File: src/dtc_pkg.sv
// Package for the drive terminal command decoder.
// Assumes a single 125 MHz control clock and an AHB-Lite register bus.
package dtc_pkg;

  localparam int NUM_TERM = 5;
  localparam int CODE_W = 11;

  // Byte offsets of the register file
  localparam logic [7:0] OFF_ASSIGN0 = 8'h00;
  localparam logic [7:0] OFF_CONFIG = 8'h14;
  localparam logic [7:0] OFF_STATUS = 8'h18;
  localparam logic [7:0] OFF_MONITOR = 8'h1c;

  // Configuration fields
  localparam int CFG_REV_SENSE = 0;
  localparam int CFG_PROTECT = 1;
  localparam int CFG_RUN_SRC = 2;
  localparam int CFG_COMM_EN = 3;
  localparam int CFG_PRI_ANALOG = 4;
  localparam int CFG_W = 5;
  localparam logic [CFG_W-1:0] CFG_RESET = 5'h00;
  localparam logic [CODE_W-1:0] ASSIGN_RESET = 11'h000;

  // Status fields
  localparam int ST_DRIVE_ON = 0;
  localparam int ST_FAULT = 1;
  localparam int ST_ALARM = 2;
  localparam int ST_FREQ_SEL = 4;
  localparam int ST_INVERSE = 6;
  localparam int ST_OUTAGE = 7;
  localparam int ST_COMM_PRI = 8;
  localparam int ST_DC_BRAKE = 9;
  localparam int ST_DEW = 10;
  localparam int ST_RUN_FWD = 11;
  localparam int ST_RUN_REV = 12;
  localparam int ST_FORCED = 13;
  localparam int ST_EDIT_ALL = 14;
  localparam int ST_EDIT_OWN = 15;
  localparam int ST_SEARCH = 16;

  // Assignment codes: active-on value, then active-off value where the command has one
  localparam logic [CODE_W-1:0] CODE_COAST = 11'h007;
  localparam logic [CODE_W-1:0] CODE_COAST_N = 11'h3ef;
  localparam logic [CODE_W-1:0] CODE_CLEAR = 11'h008;
  localparam logic [CODE_W-1:0] CODE_CLEAR_N = 11'h3f0;
  localparam logic [CODE_W-1:0] CODE_TRIP_ON = 11'h3f1;
  localparam logic [CODE_W-1:0] CODE_TRIP_OFF = 11'h009;
  localparam logic [CODE_W-1:0] CODE_FREQ_SW = 11'h00b;
  localparam logic [CODE_W-1:0] CODE_FREQ_SW_N = 11'h3f3;
  localparam logic [CODE_W-1:0] CODE_DCBRAKE = 11'h00d;
  localparam logic [CODE_W-1:0] CODE_PERMIT = 11'h013;
  localparam logic [CODE_W-1:0] CODE_PERMIT_N = 11'h3fb;
  localparam logic [CODE_W-1:0] CODE_INVERSE = 11'h015;
  localparam logic [CODE_W-1:0] CODE_INVERSE_N = 11'h3fd;
  localparam logic [CODE_W-1:0] CODE_OUTAGE = 11'h016;
  localparam logic [CODE_W-1:0] CODE_OUTAGE_N = 11'h3fe;
  localparam logic [CODE_W-1:0] CODE_COMM = 11'h018;
  localparam logic [CODE_W-1:0] CODE_COMM_N = 11'h400;
  localparam logic [CODE_W-1:0] CODE_MONITOR = 11'h019;
  localparam logic [CODE_W-1:0] CODE_MONITOR_N = 11'h401;
  localparam logic [CODE_W-1:0] CODE_SEARCH = 11'h01a;
  localparam logic [CODE_W-1:0] CODE_SEARCH_N = 11'h402;
  localparam logic [CODE_W-1:0] CODE_STOP_ON = 11'h406;
  localparam logic [CODE_W-1:0] CODE_STOP_OFF = 11'h01e;
  localparam logic [CODE_W-1:0] CODE_LOCAL = 11'h023;
  localparam logic [CODE_W-1:0] CODE_LOCAL_N = 11'h40b;
  localparam logic [CODE_W-1:0] CODE_DEW = 11'h027;
  localparam logic [CODE_W-1:0] CODE_RUN_SW = 11'h057;
  localparam logic [CODE_W-1:0] CODE_RUN_SW_N = 11'h43f;
  localparam logic [CODE_W-1:0] CODE_FWD_ALT = 11'h058;
  localparam logic [CODE_W-1:0] CODE_REV_ALT = 11'h059;

  // Frequency source select values
  localparam logic [1:0] FSEL_PRIMARY = 2'h0;
  localparam logic [1:0] FSEL_SECONDARY = 2'h1;
  localparam logic [1:0] FSEL_KEYPAD = 2'h2;

  typedef enum logic [1:0] {ALARM_NONE, ALARM_EXT_TRIP, ALARM_FORCED_STOP} dtc_alarm_e;

endpackage

File: src/dtc_decoder.sv
// Drive terminal command decoder: turns digital input terminals into control actions.
// Assumes terminals and core inputs are synchronous to clock; AHB-Lite slave, one master.
//
// Functional notes
// - Coast stop command cuts drive output at once, without any alarm.
// - Alarm clear drops fault output while held; its release clears alarm and hold.
// - External trip going inactive cuts output, shows trip alarm, asserts fault output.
// - External trip stays latched until an alarm reset, even after input returns.
// - Frequency from primary setting when switch inactive, secondary when active.
// - Unassigned frequency switch selects the primary setting.
// - DC brake command brakes while active, ignoring duration, even when stopped.
// - Keypad edits blocked without permit; protect setting 0 all, 1 own only.
// - Unassigned keypad write permit counts as always active.
// - Inverse select acts only on analog primary frequency source.
// - Effective sense is reverse sense setting XOR inverse select; true is inverse.
// - Active interlock input signals a momentary power failure occurred.
// - Active comm priority favours link commands; unassigned behaves as active.
// - Monitor-only inputs readable over the link only, never affect operation.
// - At each start, start-search select decides whether to catch a spinning motor.
// - Forced stop decelerates to rest, then enters the forced-stop alarm.
// - Local select moves run and frequency sources to the keypad.
// - Dew protect drives heating DC into a halted motor.
// - Codes 87, 88, 89 select run source and alternate forward and reverse.
// - Link off: run from setting, or from alternate run inputs when switched.
// - Alternate forward runs forward, reverse runs reverse; release decelerates.
// - Trip and forced stop are fail-safe: 9 or 30 trigger on off level.
`timescale 1ns/1ps

module dtc_decoder
  import dtc_pkg::*;
(
  input wire logic clock,
  input wire logic rst_n,
  input wire logic hsel,
  input wire logic [31:0] haddr,
  input wire logic [1:0] htrans,
  input wire logic hwrite,
  input wire logic [2:0] hsize,
  input wire logic [31:0] hwdata,
  input wire logic hready,
  output logic hreadyout,
  output logic hresp,
  output logic [31:0] hrdata,
  input wire logic [NUM_TERM-1:0] termIn,
  input wire logic motorHalted,
  input wire logic startReq,
  input wire logic keypadRunFwd,
  input wire logic keypadRunRev,
  input wire logic commRunFwd,
  input wire logic commRunRev,
  input wire logic extRunFwd,
  input wire logic extRunRev,
  output logic driveOn,
  output logic faultOutput,
  output logic [1:0] alarmCode,
  output logic [1:0] freqSel,
  output logic inverseOn,
  output logic dcBrake,
  output logic outageFlag,
  output logic commPriority,
  output logic dewHeat,
  output logic runFwd,
  output logic runRev,
  output logic forcedDecel,
  output logic editAll,
  output logic editOwnOnly,
  output logic startSearch
);

  typedef struct packed {
    logic [NUM_TERM-1:0] termMeta;
    logic [NUM_TERM-1:0] termSync;
    logic [NUM_TERM-1:0][CODE_W-1:0] assignCode;
    logic [CFG_W-1:0] cfg;
    logic wrPend;
    logic [5:0] wrIdx;
    logic tripHeld;
    dtc_alarm_e alarm;
    logic clearPrev;
    logic searchSel;
    logic driveOn;
    logic fault;
    logic [1:0] freqSel;
    logic inverse;
    logic dcBrake;
    logic outage;
    logic commPri;
    logic dew;
    logic runFwd;
    logic runRev;
    logic forced;
    logic editAll;
    logic editOwn;
    logic [NUM_TERM-1:0] monitor;
    logic [31:0] rdata;
  } dtc_state_s;

  localparam dtc_state_s STATE_RESET = '0;

  dtc_state_s state_reg;
  dtc_state_s state_next;

  // Level of a command: onCode means active on high input, offCode on low input
  function automatic logic cmdLevel(input logic [NUM_TERM-1:0][CODE_W-1:0] a,
                                    input logic [NUM_TERM-1:0] lv,
                                    input logic [CODE_W-1:0] onCode,
                                    input logic [CODE_W-1:0] offCode);
    logic r;
    r = 1'b0;
    for (int i = 0; i < NUM_TERM; i++) begin
      if (a[i] == onCode) begin
        r = r | lv[i];
      end else if (a[i] == offCode) begin
        r = r | ~lv[i];
      end
    end
    return r;
  endfunction

  function automatic logic cmdAssigned(input logic [NUM_TERM-1:0][CODE_W-1:0] a,
                                       input logic [CODE_W-1:0] onCode,
                                       input logic [CODE_W-1:0] offCode);
    logic r;
    r = 1'b0;
    for (int i = 0; i < NUM_TERM; i++) begin
      r = r | (a[i] == onCode) | (a[i] == offCode);
    end
    return r;
  endfunction

  logic busTake;
  logic coastAct, clearAct, tripAct, freqSwAct, brakeAct, permitAct, invAct;
  logic outageAct, commAct, searchAct, stopAct, localAct, dewAct;
  logic runSwAct, fwdAltAct, revAltAct;
  logic [31:0] statusWord;

  assign busTake = hsel & hready & htrans[1];

  always_comb begin
    dtc_state_s n;
    logic [NUM_TERM-1:0][CODE_W-1:0] a;
    logic [NUM_TERM-1:0] lv;
    logic permit;
    logic primaryInUse;
    n = state_reg;
    a = state_reg.assignCode;
    lv = state_reg.termSync;
    permit = 1'b0;
    primaryInUse = 1'b0;

    // Commands act only on the second-stage sampled level
    n.termMeta = termIn;
    n.termSync = state_reg.termMeta;

    coastAct = cmdLevel(a, lv, CODE_COAST, CODE_COAST_N);
    clearAct = cmdLevel(a, lv, CODE_CLEAR, CODE_CLEAR_N);
    tripAct = cmdLevel(a, lv, CODE_TRIP_ON, CODE_TRIP_OFF);
    freqSwAct = cmdLevel(a, lv, CODE_FREQ_SW, CODE_FREQ_SW_N);
    brakeAct = cmdLevel(a, lv, CODE_DCBRAKE, CODE_DCBRAKE);
    permitAct = cmdLevel(a, lv, CODE_PERMIT, CODE_PERMIT_N);
    invAct = cmdLevel(a, lv, CODE_INVERSE, CODE_INVERSE_N);
    outageAct = cmdLevel(a, lv, CODE_OUTAGE, CODE_OUTAGE_N);
    commAct = cmdLevel(a, lv, CODE_COMM, CODE_COMM_N);
    searchAct = cmdLevel(a, lv, CODE_SEARCH, CODE_SEARCH_N);
    stopAct = cmdLevel(a, lv, CODE_STOP_ON, CODE_STOP_OFF);
    localAct = cmdLevel(a, lv, CODE_LOCAL, CODE_LOCAL_N);
    dewAct = cmdLevel(a, lv, CODE_DEW, CODE_DEW);
    runSwAct = cmdLevel(a, lv, CODE_RUN_SW, CODE_RUN_SW_N);
    fwdAltAct = cmdLevel(a, lv, CODE_FWD_ALT, CODE_FWD_ALT);
    revAltAct = cmdLevel(a, lv, CODE_REV_ALT, CODE_REV_ALT);

    // Trip latch; a new trip in the clear's release cycle wins
    n.clearPrev = clearAct;
    if (tripAct) begin
      n.tripHeld = 1'b1;
    end else if (state_reg.clearPrev && !clearAct) begin
      n.tripHeld = 1'b0;
    end

    case (state_reg.alarm)
      ALARM_NONE: begin
        if (tripAct) begin
          n.alarm = ALARM_EXT_TRIP;
        end else if (stopAct && motorHalted) begin
          n.alarm = ALARM_FORCED_STOP;
        end
      end
      ALARM_EXT_TRIP, ALARM_FORCED_STOP: begin
        if (state_reg.clearPrev && !clearAct && !tripAct && !stopAct) begin
          n.alarm = ALARM_NONE;
        end
      end
      default: n.alarm = ALARM_NONE;
    endcase

    // Coast needs no alarm; a trip cuts output on the same edge as the alarm registers
    n.driveOn = !coastAct && !tripAct && !state_reg.tripHeld &&
                (n.alarm == ALARM_NONE);
    n.fault = (n.alarm != ALARM_NONE) && !clearAct;
    n.forced = stopAct && (n.alarm == ALARM_NONE);

    if (localAct) begin
      n.freqSel = FSEL_KEYPAD;
    end else if (freqSwAct) begin
      n.freqSel = FSEL_SECONDARY;
    end else begin
      n.freqSel = FSEL_PRIMARY;
    end

    // Sense only touches the analog primary path
    primaryInUse = (n.freqSel == FSEL_PRIMARY) && state_reg.cfg[CFG_PRI_ANALOG];
    n.inverse = primaryInUse &&
                (state_reg.cfg[CFG_REV_SENSE] ^ invAct);

    n.dcBrake = brakeAct;
    n.dew = dewAct && motorHalted;
    n.outage = outageAct;

    n.commPri = cmdAssigned(a, CODE_COMM, CODE_COMM_N) ? commAct : 1'b1;

    permit = cmdAssigned(a, CODE_PERMIT, CODE_PERMIT_N) ? permitAct : 1'b1;
    n.editAll = permit && !state_reg.cfg[CFG_PROTECT];
    n.editOwn = permit && state_reg.cfg[CFG_PROTECT];

    if (startReq) begin
      n.searchSel = searchAct;
    end

    // Run source priority: local keypad, then link, then switched alternate terminals, then run source setting (external or keypad)
    if (localAct) begin
      n.runFwd = keypadRunFwd && !keypadRunRev;
      n.runRev = keypadRunRev && !keypadRunFwd;
    end else if (state_reg.cfg[CFG_COMM_EN] && n.commPri) begin
      n.runFwd = commRunFwd && !commRunRev;
      n.runRev = commRunRev && !commRunFwd;
    end else if (runSwAct) begin
      n.runFwd = fwdAltAct && !revAltAct;
      n.runRev = revAltAct && !fwdAltAct;
    end else if (state_reg.cfg[CFG_RUN_SRC]) begin
      n.runFwd = extRunFwd && !extRunRev;
      n.runRev = extRunRev && !extRunFwd;
    end else begin
      n.runFwd = keypadRunFwd && !keypadRunRev;
      n.runRev = keypadRunRev && !keypadRunFwd;
    end
    if (!n.driveOn || stopAct) begin
      n.runFwd = 1'b0;
      n.runRev = 1'b0;
    end

    // Monitor bits reach only the register file
    for (int i = 0; i < NUM_TERM; i++) begin
      n.monitor[i] = ((a[i] == CODE_MONITOR) & lv[i]) |
                     ((a[i] == CODE_MONITOR_N) & ~lv[i]);
    end

    statusWord = '0;
    statusWord[ST_DRIVE_ON] = state_reg.driveOn;
    statusWord[ST_FAULT] = state_reg.fault;
    statusWord[ST_ALARM +: 2] = state_reg.alarm;
    statusWord[ST_FREQ_SEL +: 2] = state_reg.freqSel;
    statusWord[ST_INVERSE] = state_reg.inverse;
    statusWord[ST_OUTAGE] = state_reg.outage;
    statusWord[ST_COMM_PRI] = state_reg.commPri;
    statusWord[ST_DC_BRAKE] = state_reg.dcBrake;
    statusWord[ST_DEW] = state_reg.dew;
    statusWord[ST_RUN_FWD] = state_reg.runFwd;
    statusWord[ST_RUN_REV] = state_reg.runRev;
    statusWord[ST_FORCED] = state_reg.forced;
    statusWord[ST_EDIT_ALL] = state_reg.editAll;
    statusWord[ST_EDIT_OWN] = state_reg.editOwn;
    statusWord[ST_SEARCH] = state_reg.searchSel;

    // Bus: writes land in the data phase, read data is staged at address phase
    n.wrPend = busTake && hwrite;
    if (busTake) begin
      n.wrIdx = haddr[7:2];
    end
    if (state_reg.wrPend) begin
      if (state_reg.wrIdx < 6'(NUM_TERM)) begin
        n.assignCode[state_reg.wrIdx[2:0]] = hwdata[CODE_W-1:0];
      end else if (state_reg.wrIdx == OFF_CONFIG[7:2]) begin
        n.cfg = hwdata[CFG_W-1:0];
      end
    end
    n.rdata = '0;
    if (busTake && !hwrite) begin
      if (haddr[7:2] < 6'(NUM_TERM) && haddr[31:8] == 24'h000000) begin
        n.rdata = {21'h000000, a[haddr[4:2]]};
      end else if (haddr[31:0] == {24'h000000, OFF_CONFIG}) begin
        n.rdata = {27'h0000000, state_reg.cfg};
      end else if (haddr[31:0] == {24'h000000, OFF_STATUS}) begin
        n.rdata = statusWord;
      end else if (haddr[31:0] == {24'h000000, OFF_MONITOR}) begin
        n.rdata = {27'h0000000, state_reg.monitor};
      end
    end
    if (n.wrPend && haddr[31:8] != 24'h000000) begin
      n.wrPend = 1'b0;
    end

    state_next = n;
  end

  always_ff @(posedge clock) begin
    if (!rst_n) begin
      state_reg <= STATE_RESET;
    end else begin
      state_reg <= state_next;
    end
  end

  assign hreadyout = 1'b1;
  assign hresp = 1'b0;
  assign hrdata = state_reg.rdata;
  assign driveOn = state_reg.driveOn;
  assign faultOutput = state_reg.fault;
  assign alarmCode = state_reg.alarm;
  assign freqSel = state_reg.freqSel;
  assign inverseOn = state_reg.inverse;
  assign dcBrake = state_reg.dcBrake;
  assign outageFlag = state_reg.outage;
  assign commPriority = state_reg.commPri;
  assign dewHeat = state_reg.dew;
  assign runFwd = state_reg.runFwd;
  assign runRev = state_reg.runRev;
  assign forcedDecel = state_reg.forced;
  assign editAll = state_reg.editAll;
  assign editOwnOnly = state_reg.editOwn;
  assign startSearch = state_reg.searchSel;

  a_coast_cuts: assert property (@(posedge clock) disable iff (!rst_n)
    coastAct && !tripAct && !stopAct && state_reg.alarm == ALARM_NONE
      |=> !driveOn && alarmCode == ALARM_NONE && !faultOutput)
    else $error("coast did not cut output");
  a_clear_fault: assert property (@(posedge clock) disable iff (!rst_n)
    clearAct |=> !faultOutput)
    else $error("fault output high during alarm clear");
  a_trip_alarm: assert property (@(posedge clock) disable iff (!rst_n)
    tripAct |=> !driveOn && faultOutput == !$past(clearAct) && alarmCode != ALARM_NONE)
    else $error("trip did not raise alarm");
  a_trip_held: assert property (@(posedge clock) disable iff (!rst_n)
    state_reg.tripHeld && !(state_reg.clearPrev && !clearAct) |=> state_reg.tripHeld)
    else $error("trip latch dropped without reset");
  a_freq_select: assert property (@(posedge clock) disable iff (!rst_n)
    !localAct |=> freqSel == ($past(freqSwAct) ? FSEL_SECONDARY : FSEL_PRIMARY))
    else $error("wrong frequency source");
  a_brake_follow: assert property (@(posedge clock) disable iff (!rst_n)
    brakeAct [*3] |=> dcBrake)
    else $error("DC brake not held");
  a_edit_block: assert property (@(posedge clock) disable iff (!rst_n)
    (cmdAssigned(state_reg.assignCode, CODE_PERMIT, CODE_PERMIT_N) && !permitAct)
      |=> !editAll && !editOwnOnly)
    else $error("keypad edit not blocked");
  a_sense_xor: assert property (@(posedge clock) disable iff (!rst_n)
    (freqSel == FSEL_PRIMARY && state_reg.cfg[CFG_PRI_ANALOG] && !localAct && !freqSwAct)
      |=> inverseOn == ($past(state_reg.cfg[CFG_REV_SENSE]) ^ $past(invAct)))
    else $error("control sense wrong");
  a_dew_halted: assert property (@(posedge clock) disable iff (!rst_n)
    dewHeat |-> $past(motorHalted))
    else $error("dew heating while motor turns");
  a_sync_delay: assert property (@(posedge clock) disable iff (!rst_n)
    ##2 state_reg.termSync == $past(termIn, 2))
    else $error("terminal sampling delay wrong");

endmodule

File: config.mk
export PLATFORM = sky130hd
export DESIGN_NAME = dtc_decoder
export DESIGN_NICKNAME = d
export VERILOG_FILES = /design/src/dtc_pkg.sv /design/src/dtc_decoder.sv
export SDC_FILE = /design/constraint.sdc
export NUM_CORES = 1
export LEC_CHECK = 0
export BUFFER_PORTS_ARGS = -buffer_cell sky130_fd_sc_hd__buf_4
export CAP_MARGIN = 20
export CORE_MARGIN = 1
export CORE_UTILIZATION = 55
export CTS_CLUSTER_SIZE = 14
export DETAILED_ROUTE_END_ITERATION = 12
export PLACE_DENSITY = 0.77
export SLEW_MARGIN = 10
export SYNTH_ARGS = -nofsm -noshare
export SYNTH_HDL_FRONTEND = slang
export SYNTH_SLANG_ARGS = --single-unit
File: constraint.sdc
create_clock -name clock -period 2.95 [get_ports clock]
set_input_delay 0.295 -clock clock [delete_from_list [all_inputs] [get_ports clock]]
set_output_delay 0.295 -clock clock [all_outputs]
set_load 0.02 [all_outputs]
Word-level counts from Yosys, hierarchy flattened
Cells that the tools add are included.

cells by class
  mux-type cells = 163
  eq/ne operators = 156
  reductions and logical operators = 60
  bitwise logic cells = 156
  order comparisons = 5

operators with widths
  kind                  number
  $eq 11x10->1 const B  35
  $eq 11x5->1 const B   35
  $eq 11x11->1 const B  30
  $eq 11x4->1 const B   20
  $eq 11x7->1 const B   15
  $mux 1                145
  $or 1x1->1            135
  $eq 11x6->1 const B   10
  $eq 32x5->1 const B   3
  $bwmux 55             1
  $eq 11x3->1 const B   5
  $mux 11               4
  $bmux 11 s3           1
  $demux 11 s3          1
  $logic_and 1x1->1     28
  $logic_not 24->1      1
  $reduce_bool 24->1    1
  $mux 17               1
  $logic_not 1->1       16
  $mux 2                8
  $and 1x1->1           12
  $lt 6x3->1 const B    2
  $lt 3x4->1 const B    2
  $not 1->1             8
  15 further kinds      21

word-level totals
  logic and storage cells = 571
  input bits = 87
  output and inout port bits = 51
  flip-flop bits (word level) = 133

Depth between registers and ports, before layout
  word-level depth = 26
  depth in mapped cells = 9
  gate-level depth less buffers = 7

Worst setup path before layout
No wires, ideal clock.

  path kind = register to register
  start point = register state_reg[111] (netlist bit)
  end point = register state_reg, in the netlist runFwd
  buffers on the path = 1
  cell stages (with the launch flop) = 9
  arrival = 2,445 ps
  path slack = 427 ps
  library setup time = 78 ps
  data required time = 2,872 ps
  period minus slack after synthesis = 2,523 ps
  cells stage by stage = dfxtp_1 -> buf_6 -> or3b_2 -> nor4_1 -> o211a_1 -> or4_4 -> or4_1 -> a2111o_1 -> nor3_1

on the way
  longest elaborated chain between the ends = 17
  elaborated cells between the ends (all ways) = 94
  classes of those cells = 16 x eq/ne; 40 x mux; 20 x bitwise; 18 x reduce/logical

ends and longest elaborated chain
  item                              RTL line            RTL
  start: declaration                dtc_decoder.sv:100  dtc_state_s state_reg;
  start signal: assignment          dtc_decoder.sv:309  state_reg <= state_next;
  $eq 11x10->1                      dtc_decoder.sv:113  end else if (a[i] == offCode) begin
  $mux 1                            dtc_decoder.sv:113
  $mux 1                            dtc_decoder.sv:111  if (a[i] == onCode) begin
  $or 1x1->1                        dtc_decoder.sv:114  r = r | ~lv[i];
  $mux 1                            dtc_decoder.sv:113
  $mux 1                            dtc_decoder.sv:111
  $logic_not 1->1                   dtc_decoder.sv:189  if (state_reg.clearPrev && !clearAct && !tripAct && !stopAct) begin
  $logic_and 1x1->1 (3 in series)   dtc_decoder.sv:189
  $mux 2                            dtc_decoder.sv:189
  $pmux 2 s2                        dtc_decoder.sv:180  case (state_reg.alarm)
  $logic_not 2->1                   dtc_decoder.sv:198  (n.alarm == ALARM_NONE);
  $logic_and 1x1->1                 dtc_decoder.sv:197  n.driveOn = !coastAct && !tripAct && !state_reg.tripHeld &&
  $logic_not 1->1                   dtc_decoder.sv:246  if (!n.driveOn || stopAct) begin
  $logic_or 1x1->1                  dtc_decoder.sv:246
  $reduce_or 2->1 (no source line)  n/a

Several ways; a longest one is shown, not always the timed one.
A chain may end at the register's enable or synchronous reset.

Worst setup path after layout
  start point = register state_reg[74] (netlist bit)
  end point = register state_reg, in the netlist runRev

on the way
  longest elaborated chain between the ends = 26
  elaborated cells between the ends (all ways) = 195
  classes of those cells = 16 x eq/ne; 88 x mux; 73 x bitwise; 18 x reduce/logical

ends and longest elaborated chain
  item                              RTL line
  $eq 11x10->1                      dtc_decoder.sv:113
  $mux 1                            dtc_decoder.sv:113
  $mux 1                            dtc_decoder.sv:111
  $or 1x1->1                        dtc_decoder.sv:114
  $mux 1                            dtc_decoder.sv:113
  $mux 1                            dtc_decoder.sv:111
  $or 1x1->1                        dtc_decoder.sv:114
  $mux 1                            dtc_decoder.sv:113
  [8 not listed]                    n/a
  $logic_and 1x1->1 (3 in series)   dtc_decoder.sv:189
  $mux 2                            dtc_decoder.sv:189
  $pmux 2 s2                        dtc_decoder.sv:180
  $logic_not 2->1                   dtc_decoder.sv:198
  $logic_and 1x1->1                 dtc_decoder.sv:197
  $logic_not 1->1                   dtc_decoder.sv:246
  $logic_or 1x1->1                  dtc_decoder.sv:246
  $reduce_or 2->1 (no source line)  n/a

Several ways; a longest one is shown, not always the timed one.

==> impl_metrics.sql <==
INSERT INTO impl_metrics (metric_group, metric, value, unit) VALUES
('global_route', 'grt_total_ovfl', '0', ''),
('global_route', 'gr-usage-all-layers', '42.0', '%'),
('outcome', 'run_status', 'complete, no violations', ''),
('route', 'wl_per_instance', '24.2', 'um'),
('finish', 'layout.cell_area.non_filler', '9660', 'um2'),
('flow_run', 'cap_violations', '0', ''),
('clock_tree', 'tritoncts', 'yes', ''),
('clock_tree', 'clkTransAtPathRegs', '0.06', 'ns'),
('route', 'detail_route.wirelength', '31400', 'um'),
('route', 'vias', '8584', ''),
('yosys', 'yosys_warnings', '0', ''),
('worst_setup_path', 'critical_path_source_type', 'register', ''),
('global_route', 'grt_pass1_wl', '45600', 'um'),
('timing', 'min_period', '2.92', 'ns'),
('yosys', 'synth_seq_cells', '118', ''),
('placement', 'hpwl', '24300', 'um'),
('power_and_ir_drop', 'vdd.ir_drop.worst', '0.000385', 'V'),
('placement', 'place_ws', '0.0692', 'ns'),
('worst_setup_path', 'rr_worst_depth', '7', ''),
('route', 'drt.antenna.violating_nets', '0', ''),
('worst_setup_path', 'cp-end-kind', 'register', ''),
('timing', 'final_max_slew_viol_count', '0', ''),
('yosys', 'synth.lib_cells_used.distinct', '85', ''),
('timing', 'fmax', '342', 'MHz'),
('floorplan', 'fp.dieArea', '15000', 'um2'),
('timing', 'clock_skew', '0.00962', 'ns'),
('power_and_ir_drop', 'power.density_cell_area', '413', 'nW/um2'),
('timing', 'worst_slew_margin_rel', '44.5', '%'),
('global_route', 'met1_usage', '50.9', '%'),
('yosys', 'synth.yosys.seq_area_share', '29.6', '%'),
('placement', 'post_dp_cell_area', '9000', 'um2'),
('floorplan', 'top_level_ports', '138', ''),
('timing', 'finalHoldViolCount', '0', ''),
('worst_setup_path', 'r2r_setup_slack', '0.03', 'ns'),
('worst_hold_path', 'min_path_cells', '2', ''),
('yosys', 'syn_avg_cell_area', '8.00', 'um2'),
('finish', 'layout-area-overhead-vs-synth', '20.9', '%'),
('timing', 'worst-slew-pin-transition', '0.824', 'ns'),
('timing', 'setup_total_negative_slack', '0', 'ns'),
('yosys', 'synth-edff-count', '0', ''),
('worst_hold_path', 'timing.hold.worst_endpoint', 'state_next[123]', ''),
('floorplan', 'die_height', '123', 'um'),
('clock_tree', 'worst_skew_late_latency', '0.43', 'ns'),
('global_route', 'first_global_vias', '7801', ''),
('worst_setup_path', 'r2r_end', 'runRev', ''),
('floorplan', 'core_area', '14000', 'um2'),
('floorplan', 'core.rowCount', '43', ''),
('route', 'vias_per_cell', '6.62', ''),
('timing', 'setup_viol', '0', ''),
('timing', 'grt_setup_unrepaired', 'true', ''),
('yosys', 'post_synth_arst_share', '0', '%'),
('global_route', 'gr-usage-met3', '11.3', '%'),
('clock_tree', 'clock_path_buffers', '2', ''),
('finish', 'number_of_flip_flops_under_the_largest_register_name', '79', ''),
('route', 'drt-initial-drc-count', '1079', ''),
('finish', 'fraction_of_layout_instances_using_a_drive_strength_above_1', '24.7', '%'),
('route', 'drc', '0', ''),
('yosys', 'ys.flop_type', 'dfxtp_1', ''),
('clock_tree', 'clock_tree.root_cell', 'clkbuf_16', ''),
('floorplan', 'initial_utilization', '56.9', '%'),
('power_and_ir_drop', 'leakage', '0.00378', 'uW'),
('worst_hold_path', 'holdCritPathClass', 'in2reg', ''),
('timing', 'hold_ws', '0.0718', 'ns'),
('finish', 'finalNonFillerCells', '1296', ''),
('finish', 'layout.nets', '1192', ''),
('yosys', 'mappedNetlistArea', '7990', 'um2'),
('yosys', 'synth_cells', '998', ''),
('floorplan', 'die_x', '123', 'um'),
('route', 'firstDrtPassIters', '6', ''),
('finish', 'antennaDiodeCount', '0', ''),
('clock_tree', 'cts.sink_count', '118', '');
[power by group]
part | switching (uW) | total, uW | internal (uW)
combinational | 148 | 246 | 98.1
sequential | 12.5 | 1620 | 1610
clock | 824 | 2120 | 1300
[kinds of logic after synthesis]
| kind of cell | share of synthesized area [%] |
|---|---|
| simple gates | 37.8 |
| compound gates | 12.4 |
| buf+inv | 9.45 |
| flops | 29.6 |
| mux | 10.2 |
| fa+ha+maj | 0.313 |
| other cells | 0.0940 |
| xor+xnor | 0.110 |
[worst max-delay path, cell delays in order (launching register included)]
cell,delay [ns]
dfxtp_1,0.55
or4_1,0.26
nor2_1,0.10
a221oi_1,0.49
o2111ai_2,0.22
or4_4,0.56
a2111o_1,0.41
a211oi_1,0.23
[per-stage QoR]
stage / total power, uW / utilization, %
finish: 3990 / 68.8
global placement: 1890 / 64.1
CTS: 3970 / 68.4
global route: 4070 / 68.8
detailed placement: 1890 / 64.1
floorplan: 1780 / -
[Yosys cell counts (16+ instances only)]
cell type  number  area share (%)
buf_4          43             4.0
nor3_1         46             2.9
and2_1         20             1.6
nand3b_1       16             1.5
mux2i_1        66             8.3
nand2b_1       18             1.4
nand3_1        32             2.0
o21ai_0        19             1.2
dfxtp_1       118              30
a21oi_1        40             2.5
buf_2          16             1.0
inv_1          19            0.89
nor2_1        110             5.2
nand2_1        69             3.2
nor4_1         51             4.0
clkbuf_1       41             1.9
or4_1          16             1.5
[what timing repair did]
item                                    in CTS  in global routing
setup buffers                                0                  2
endpoints found under the setup margin       0                  2
gates resized for setup                      0                 13
hold buffers                                 0                  0
[cell type report]
class / count / area (um2)
Clock buffer: 19 / 453
Clock inverter: 13 / 145
Fill cell: 1206 / 4390
Inverter: 19 / 71.3
Multi-Input combinational cell: 757 / 4960
Sequential cell: 118 / 2370
Tap cell: 180 / 225
Timing Repair Buffer: 190 / 1430
[layer usage]
| layer | vias to the layer above | part of all wire, % | wire, um |
|---|---|---|---|
| met3 | 110 | 10 | 3290 |
| li1 | 3871 | - | - |
| met1 | 4004 | 39 | 12200 |
| met2 | 599 | 45 | 14200 |
| met5 | - | 0 | 0 |
| met4 | 0 | 5.4 | 1710 |
[cells in the final DEF (no fill, tap or decap), drive strengths merged, types with 16 or more instances in the layout]
cell type / n
a21oi: 40
and2: 20
and3: 16
buf: 190
clkbuf: 19
conb: 17
dfxtp: 118
inv: 23
mux2i: 66
nand2: 69
nand2b: 18
nand3: 32
nand3b: 16
nor2: 110
nor3: 46
nor4: 51
o21ai: 20
or4: 19
[worst max-delay path by stage]
stage | startpoint | end | slack (ns) | cells after the start
global route | state_reg[116] | runRev | -0.01 | 7
detailed placement | state_reg[116] | runRev | 0.07 | 7
CTS | state_reg[116] | runRev | 0.05 | 7
floorplan | state_reg[111] | runFwd | 0.43 | 8
finish | state_reg[74] | runRev | 0.03 | 7
global placement | state_reg[116] | runFwd | 0.15 | 7
Power figures use the tool's default switching activity.
